===== src/verilog/mult_tile_consts.svh =====
// constants of the hard multiplier tile: offsets, field positions, reset values
//
// Overview of operation
// - each operand section chooses input register or bypass on its own in dual mode; in wide mode the upper section follows the lower
// - all tile registers share one clock, one clock enable, one clear
// - sign control high means operand is two's complement, low means unsigned
// - product is signed when either operand is signed, else unsigned
// - one sign control per operand; both dual lanes share them
// - sign controls may change each cycle and have own optional register
// - product keeps full precision for every sign combination
// - optional output registers: two 18-bit sections or one 36-bit
// - tile runs as one 18x18 or two independent 9x9 multipliers
// - unused sign controls leave the multiplier unsigned
// - widths between 9 and 18 bits use one or two products
`ifndef MULT_TILE_CONSTS_SVH
`define MULT_TILE_CONSTS_SVH

// ------------------------------------------------------------
// register map (byte addresses)
// ------------------------------------------------------------
`define OFF_CFG 12'h000
`define OFF_STATUS 12'h004
`define OFF_PROD_LO 12'h008
`define OFF_PROD_HI 12'h00c
`define CFG_RESET 11'h000

// ------------------------------------------------------------
// field positions
// ------------------------------------------------------------
`define CFG_W 11
`define CFG_LANE0_MSB 7
`define CFG_LANE1_MSB 10
`define CFG_LANE1_LSB 8
`define STAT_SIGNED_BIT 0
`define STAT_DUAL_BIT 1
`define STAT_CE_BIT 2
`define PROD_HI_LSB 32

// ------------------------------------------------------------
// datapath widths
// ------------------------------------------------------------
`define SEC_W 9
`define OP_W 18
`define PROD_W 36

`endif


===== src/verilog/mult_tile_pkg.sv =====
// types of the hard multiplier tile
package mult_tile_pkg;

    typedef enum logic {
        MODE_WIDE,
        MODE_DUAL
    } mode_t;

    // control register layout, msb first
    typedef struct packed {
        logic sign_b_en;
        logic sign_a_en;
        logic out_hi;
        logic out_lo;
        logic sign_b_reg;
        logic sign_a_reg;
        logic in_b_hi;
        logic in_b_lo;
        logic in_a_hi;
        logic in_a_lo;
        mode_t mode;
    } cfg_t;

    typedef enum logic {
        PH_IDLE,
        PH_READY
    } apb_phase_t;

    typedef struct packed {
        cfg_t cfg;
        logic [31:0] prdata;
        apb_phase_t phase;
    } tile_state_t;

endpackage : mult_tile_pkg


===== src/verilog/mult_tile.sv =====
// hard multiplier tile: 18x18 or dual 9x9 with optional registers and apb control
`timescale 1ns/1ps
`default_nettype none
`include "mult_tile_consts.svh"
module mult_tile
    import mult_tile_pkg::*;
(
    // clock, enable, clear
    input wire logic pclk,
    input wire logic presetn,
    input wire logic ce,
    // apb slave
    input wire logic psel,
    input wire logic penable,
    input wire logic pwrite,
    input wire logic [11:0] paddr,
    input wire logic [31:0] pwdata,
    input wire logic [3:0] pstrb,
    output logic [31:0] prdata,
    output logic pready,
    output logic pslverr,
    // operands from user logic
    input wire logic [17:0] op_a,
    input wire logic [17:0] op_b,
    input wire logic sign_a,
    input wire logic sign_b,
    // product to user logic
    output logic [35:0] result,
    output logic result_signed
);
    tile_state_t st_reg;
    tile_state_t st_next;
    cfg_t cfg;
    logic dual;

    // ------------------------------------------------------------
    // staged operands and sign controls
    // ------------------------------------------------------------
    logic [8:0] a_lo_q;
    logic [8:0] a_hi_q;
    logic [8:0] b_lo_q;
    logic [8:0] b_hi_q;
    logic sa_q;
    logic sb_q;
    logic sa_in;
    logic sb_in;
    logic use_a_hi;
    logic use_b_hi;
    logic use_out_hi;

    assign cfg = st_reg.cfg;
    assign dual = (cfg.mode == MODE_DUAL);
    // in wide mode the upper section follows the lower section's choice
    assign use_a_hi = dual ? cfg.in_a_hi : cfg.in_a_lo;
    assign use_b_hi = dual ? cfg.in_b_hi : cfg.in_b_lo;
    assign use_out_hi = dual ? cfg.out_hi : cfg.out_lo;
    // a disabled sign control reads as unsigned
    assign sa_in = sign_a & cfg.sign_a_en;
    assign sb_in = sign_b & cfg.sign_b_en;

    pipe_stage #(.W(`SEC_W)) u_a_lo (
        .clk(pclk), .ce(ce), .aclr_n(presetn),
        .use_reg(cfg.in_a_lo), .d(op_a[8:0]), .q(a_lo_q)
    );
    pipe_stage #(.W(`SEC_W)) u_a_hi (
        .clk(pclk), .ce(ce), .aclr_n(presetn),
        .use_reg(use_a_hi), .d(op_a[17:9]), .q(a_hi_q)
    );
    pipe_stage #(.W(`SEC_W)) u_b_lo (
        .clk(pclk), .ce(ce), .aclr_n(presetn),
        .use_reg(cfg.in_b_lo), .d(op_b[8:0]), .q(b_lo_q)
    );
    pipe_stage #(.W(`SEC_W)) u_b_hi (
        .clk(pclk), .ce(ce), .aclr_n(presetn),
        .use_reg(use_b_hi), .d(op_b[17:9]), .q(b_hi_q)
    );
    pipe_stage #(.W(1)) u_sa (
        .clk(pclk), .ce(ce), .aclr_n(presetn),
        .use_reg(cfg.sign_a_reg), .d(sa_in), .q(sa_q)
    );
    pipe_stage #(.W(1)) u_sb (
        .clk(pclk), .ce(ce), .aclr_n(presetn),
        .use_reg(cfg.sign_b_reg), .d(sb_in), .q(sb_q)
    );

    // ------------------------------------------------------------
    // multiplier stage
    // ------------------------------------------------------------
    logic [35:0] p_wide;
    logic [17:0] p_lane0;
    logic [17:0] p_lane1;
    logic [35:0] prod;
    logic prod_signed;

    // operands of 10 to 18 bits sit sign extended in the wide multiplier
    signed_mult #(.W(`OP_W)) u_wide (
        .a({a_hi_q, a_lo_q}), .b({b_hi_q, b_lo_q}),
        .sa(sa_q), .sb(sb_q), .p(p_wide)
    );
    // both lanes see the same pair of sign controls
    signed_mult #(.W(`SEC_W)) u_lane0 (
        .a(a_lo_q), .b(b_lo_q), .sa(sa_q), .sb(sb_q), .p(p_lane0)
    );
    signed_mult #(.W(`SEC_W)) u_lane1 (
        .a(a_hi_q), .b(b_hi_q), .sa(sa_q), .sb(sb_q), .p(p_lane1)
    );

    assign prod = dual ? {p_lane1, p_lane0} : p_wide;
    assign prod_signed = sa_q | sb_q;

    // ------------------------------------------------------------
    // output registers
    // ------------------------------------------------------------
    logic [17:0] out_lo_q;
    logic [18:0] out_hi_q;

    pipe_stage #(.W(`OP_W)) u_out_lo (
        .clk(pclk), .ce(ce), .aclr_n(presetn),
        .use_reg(cfg.out_lo), .d(prod[17:0]), .q(out_lo_q)
    );
    // the sign flag travels with the upper section
    pipe_stage #(.W(`OP_W + 1)) u_out_hi (
        .clk(pclk), .ce(ce), .aclr_n(presetn),
        .use_reg(use_out_hi), .d({prod_signed, prod[35:18]}), .q(out_hi_q)
    );

    assign result = {out_hi_q[17:0], out_lo_q};
    assign result_signed = out_hi_q[18];

    // ------------------------------------------------------------
    // apb register file
    // ------------------------------------------------------------
    logic hit;
    logic [31:0] rd_val;
    logic [`CFG_W-1:0] cfg_bits;
    logic [`CFG_W-1:0] cfg_wr;

    assign hit = (paddr == `OFF_CFG) || (paddr == `OFF_STATUS)
        || (paddr == `OFF_PROD_LO) || (paddr == `OFF_PROD_HI);
    assign cfg_bits = cfg;

    always_comb begin
        rd_val = 32'h0000_0000;
        case (paddr)
            `OFF_CFG: rd_val[`CFG_W-1:0] = cfg_bits;
            `OFF_STATUS: begin
                rd_val[`STAT_SIGNED_BIT] = result_signed;
                rd_val[`STAT_DUAL_BIT] = dual;
                rd_val[`STAT_CE_BIT] = ce;
            end
            `OFF_PROD_LO: rd_val = result[31:0];
            `OFF_PROD_HI: rd_val[`PROD_W-`PROD_HI_LSB-1:0] = result[35:`PROD_HI_LSB];
            default: rd_val = 32'h0000_0000;
        endcase
    end

    // byte lanes: strobe 0 covers bits 7:0, strobe 1 bits 10:8
    always_comb begin
        cfg_wr = cfg_bits;
        if (pstrb[0]) begin
            cfg_wr[`CFG_LANE0_MSB:0] = pwdata[`CFG_LANE0_MSB:0];
        end
        if (pstrb[1]) begin
            cfg_wr[`CFG_LANE1_MSB:`CFG_LANE1_LSB] = pwdata[`CFG_LANE1_MSB:`CFG_LANE1_LSB];
        end
    end

    always_comb begin
        st_next = st_reg;
        if (ce) begin
            case (st_reg.phase)
                PH_IDLE: begin
                    // a setup cycle missed while ce was low is caught in the access phase
                    if (psel) begin
                        st_next.prdata = rd_val;
                        st_next.phase = PH_READY;
                    end
                end
                PH_READY: begin
                    if (psel && penable) begin
                        if (pwrite && paddr == `OFF_CFG) begin
                            st_next.cfg = cfg_t'(cfg_wr);
                        end
                        st_next.phase = PH_IDLE;
                    end else if (!psel) begin
                        st_next.phase = PH_IDLE;
                    end
                end
                default: st_next.phase = PH_IDLE;
            endcase
        end
    end

    always_ff @(posedge pclk or negedge presetn) begin
        if (!presetn) begin
            st_reg.cfg <= cfg_t'(`CFG_RESET);
            st_reg.prdata <= 32'h0000_0000;
            st_reg.phase <= PH_IDLE;
        end else begin
            st_reg <= st_next;
        end
    end

    assign pready = psel && penable && ce && (st_reg.phase == PH_READY);
    assign pslverr = pready && !hit;
    assign prdata = st_reg.prdata;
endmodule : mult_tile
`default_nettype wire


===== src/verilog/pipe_stage.sv =====
// one optional register stage with bypass
`timescale 1ns/1ps
`default_nettype none
module pipe_stage #(
    parameter int W = 9
) (
    // shared controls
    input wire logic clk,
    input wire logic ce,
    input wire logic aclr_n,
    // selection and data
    input wire logic use_reg,
    input wire logic [W-1:0] d,
    output logic [W-1:0] q
);
    typedef struct packed {
        logic [W-1:0] q;
    } stage_t;

    stage_t stage_reg;
    stage_t stage_next;

    always_comb begin
        stage_next = stage_reg;
        if (ce) begin
            stage_next.q = d;
        end
    end

    always_ff @(posedge clk or negedge aclr_n) begin
        if (!aclr_n) begin
            stage_reg <= '0;
        end else begin
            stage_reg <= stage_next;
        end
    end

    assign q = use_reg ? stage_reg.q : d;
endmodule : pipe_stage
`default_nettype wire


===== src/verilog/signed_mult.sv =====
// full precision multiplier with per operand sign selection
`timescale 1ns/1ps
`default_nettype none
module signed_mult #(
    parameter int W = 9
) (
    // operands
    input wire logic [W-1:0] a,
    input wire logic [W-1:0] b,
    input wire logic sa,
    input wire logic sb,
    // product
    output logic [2*W-1:0] p
);
    logic signed [W:0] ax;
    logic signed [W:0] bx;
    logic signed [2*W+1:0] full;

    // one extra bit makes unsigned and signed operands share one signed multiply
    assign ax = {sa & a[W-1], a};
    assign bx = {sb & b[W-1], b};
    assign full = ax * bx;
    // the product of the extended values always fits in 2W bits
    assign p = full[2*W-1:0];

endmodule : signed_mult
`default_nettype wire

===== config.mk =====
export PLATFORM = sky130hd
export DESIGN_NAME = mult_tile
export DESIGN_NICKNAME = d
export VERILOG_FILES = /design/src/verilog/mult_tile_pkg.sv /design/src/verilog/mult_tile.sv /design/src/verilog/pipe_stage.sv /design/src/verilog/signed_mult.sv
export VERILOG_INCLUDE_DIRS = /design/src /design/src/verilog
export SDC_FILE = /design/constraint.sdc
export NUM_CORES = 2
export LEC_CHECK = 0
export ABC_AREA = 1
export BUFFER_PORTS_ARGS = -buffer_cell sky130_fd_sc_hd__buf_2
export CAP_MARGIN = 20
export CORE_MARGIN = 2
export CORE_UTILIZATION = 40
export CTS_BUF_LIST = sky130_fd_sc_hd__clkbuf_16
export CTS_CLUSTER_DIAMETER = 80
export DETAILED_ROUTE_END_ITERATION = 6
export PLACE_DENSITY_LB_ADDON = 0.05
export SLEW_MARGIN = 20
export SYNTH_ARGS = -nofsm -noshare
export SYNTH_HDL_FRONTEND = slang
export SYNTH_SLANG_ARGS = --single-unit

===== constraint.sdc =====
create_clock -name pclk -period 7.3 [get_ports pclk]
set_input_delay 0.73 -clock pclk [delete_from_list [all_inputs] [get_ports pclk]]
set_output_delay 0.73 -clock pclk [all_outputs]
set_load 0.02 [all_outputs]

==> results by group <==
Detailed routing
  – Vias per inst: 4.97
  – DR iter-0 viols: 1283
  – Drt first pass iters: 6
  – DRT antenna net count: 0
  – Vias: 21800
  – WL/cell: 20.7 um
  – # DRC: 0
  – WL final: 90500 um

Place
  – PortBufs: 139
  – GPL Wtd Cong: 0.986
  – Dpl ws: -0.937 ns
  – HPWL Detailed: 75300 um

Synth
  – Post-synth EDFFs: 0
  – Largest family of logic cells by synthesized area: adder cells
  – Syn Area/Cell: 8.10 sq um
  – Cell area after synthesis: 0.0240 sq mm
  – Post-Synthesis Net Count: 3693
  – Mapped Cells: 2967
  – Simple-gate portion of the synthesized area: 17.7%
  – Multiplexer share of the synthesized area: 0.0417%
  – Synth Area in XOR/XNOR: 1.34%
  – Synth async-reset ratio: 100%
  – Compound-cell area share of the yosys netlist: 7.90%
  – Netlist cell types: 56
  – Yosys reg bits: 119
  – Synth Area in Adders: 47.1%
  – Register area share after synthesis: 12.4%
  – Synth Flop Type: dfrtp_1
  – Ys Warns: 0

Finish
  – Nets: 4318
  – Layout cell share with drive strength beyond 1: 33.1%
  – Antenna cell count: 0
  – Max FFs per register: 32
  – Syn-to-layout area delta: 35.6%

Worst setup path
  – Crit path arrival time: 7.45 ns
  – R2R Path End: u_out_hi.stage_reg[0]$_DFFE_PN0P_
  – Crit Path Class: register to output port
  – Path depth of the worst reg2reg path: 40
  – Top cell by count, worst path: fa_1
  – CP Max Fanout: 6
  – Critical Path Max Stage Delay: 0.55 ns
  – CP startpoint: dual$_DFFE_PN0P_
  – CP Data Required Time: 6.57 ns
  – CP Capture Type: output port
  – Slowest CP cell: fa_1
  – Worst R2R Setup Slack: -0.77 ns
  – Startpoint Class: register
  – RR Startpoint: dual$_DFFE_PN0P_

STA
  – Period minus WS final: 8.18 ns
  – Rel. slew slack: 30.0%
  – RSZ-0062 raised after global routing: true
  – Crit share post-route: 112%
  – Final setup margin: -0.878 ns
  – Hold Vio Cnt, Final: 0
  – Fmax: 122 MHz
  – Clk_skew: 0.0225 ns
  – Final setup viols: 27
  – Worst-margin pin slew: 1.05 ns
  – Slew Viols, Final: 0

Clocking
  – Clk sink count: 119
  – Clk buf depth: 2
  – Clock Pin Slew Worst Setup and Hold Paths: 0.08 ns
  – Root buffer cell: clkbuf_16
  – Worst-Skew Late Latency: 0.49 ns
  – Hold-fix buffers, CTS: 0
  – Htree depth: 4
  – CTS Buf Count: 17
  – CTS tree: built

Floorplanning
  – Core Region: 0.0592 sq mm
  – Die footprint: 0.0620 sq mm
  – IO Count: 163
  – Die Y-Extent: 249 um
  – # rows: 89
  – Die W: 249 um
  – Initial Util: 40.5%

Global routing
  – Number of global-route vias before repair: 23000
  – Remaining Overflow, GRT: 0
  – Initial antenna violation count: 1
  – Pin count of the biggest net entering global routing: 71
  – First-pass GRT wire length: 137000 um
  – GRT Util Overall: 29.7%

Outcome
  – Status: finished, violations left
  – Failing checks: setup timing

Hold path
  – Worst hold path type: input port to asynchronous set/reset pin

Run
  – Max cap viols: 0
## critical path, delay by kind of cell (launching register included)
| family | cells | cell delay [ns] |
|---|---|---|
| adder cells (fa/ha/maj) | 8 | 3.77 |
| AND/OR/NAND/NOR | 9 | 0.99 |
| AO/OA/AOI/OAI | 4 | 0.87 |
| buffers and inverters | 10 | 0.84 |
| flip-flops | 1 | 0.46 |
## stage by stage
step	TNS (ns)	cell area (sq um)	hold WS [ns]	utilization, %	cells
2_1_floorplan	0	24200	0.434	-	2967
3_3_place_gp	-22.73	29000	0.454	49.0	4250
3_5_place_dp	-23.04	29000	0.460	49.0	4250
4_1_cts	-19.28	31400	0.292	53.0	4349
5_1_grt	-25.53	32600	0.299	55.0	4378
6_report	-18.78	32600	0.260	55.0	4378
## how the worst max path moves through the flow
| stage | endpoint | cells after the start |
|---|---|---|
| after global routing | result[31] | 33 |
| final | result[23] | 31 |
| after floorplan | result[35] | 28 |
| after detailed placement | result[22] | 26 |
| after global placement | result[26] | 27 |
| after CTS | result[23] | 32 |
## area by class of cell
type                            count  area [sq um]
Fill cell                        5639         26700
Multi-Input combinational cell   2024         19700
Timing Repair Buffer              713          5600
Sequential cell                   119          2980
Inverter                          717          2740
Tap cell                          773           967
Clock buffer                       17           425
Clock inverter                     15           156
## per-layer routing
layer	vias up	share of wire [%]	GRT usage, %	wire length (um)
li1	10100	-	-	-
met1	10900	42	38.5	37800
met2	566	50	50.9	45000
met3	137	4.2	3.43	3820
met4	0	4.3	11.8	3880
met5	-	0	0	0
## logic make-up (layout without fill, tap and decap cells)
family          after synthesis  in the layout
flops                       119            119
compound gates              335            335
fa+ha+maj                   634            634
xor+xnor                     35             35
simple gates               1017           1019
mux                           1              1
buf+inv                     826           1462
## placed cells by master, fill, tap and decap left out, types with 9 or more instances in the layout
master      count
xnor2_1        12
o21a_1          9
inv_2          63
nor2_1        209
nand2_1       545
or2_2          14
nor2_4         28
ha_4           42
buf_2         114
a21oi_2        26
fa_1          411
o21ai_0       119
o21ai_1        25
ha_1          140
buf_4         513
fa_2           39
nor2_2         24
nand2_2        45
o21ai_4        14
clkbuf_16      17
nand3b_1        9
buf_6          60
inv_1         634
a21o_1         10
buf_12         23
a21oi_1        40
nand4_1        11
nand3_1        58
o21ai_2        35
xor2_1         17
clkinvlp_4      9
dfrtp_1       116
nand2_4        19
nand3_2        22
## synthesized netlist by cell type, drive strengths merged, types with 11 or more instances
library cell,number,area [sq um]
nand2,615,2390
inv,706,2650
dfrtp,119,2980
nor2,263,1030
xnor2,14,123
clkinv,11,41.3
fa,450,9010
clkbuf,63,236
a21oi,74,374
ha,184,2300
nand4,11,68.8
xor2,21,199
o21a,11,82.6
buf,46,327
a21o,11,82.6
nand3,81,440
o21ai,193,1020
or2,19,119
a31oi,15,93.8
## what timing repair did
action | in CTS | in global routing
setup endpoints to repair | 60 | 46
cloned | 2 | 0
pin swaps | 114 | 98
gates resized for setup | 325 | 249
setup buffers | 66 | 32
Power is left out: the tool's default activity adds up to more than one toggle a clock period on the data nets, which glitch-free logic cannot reach.
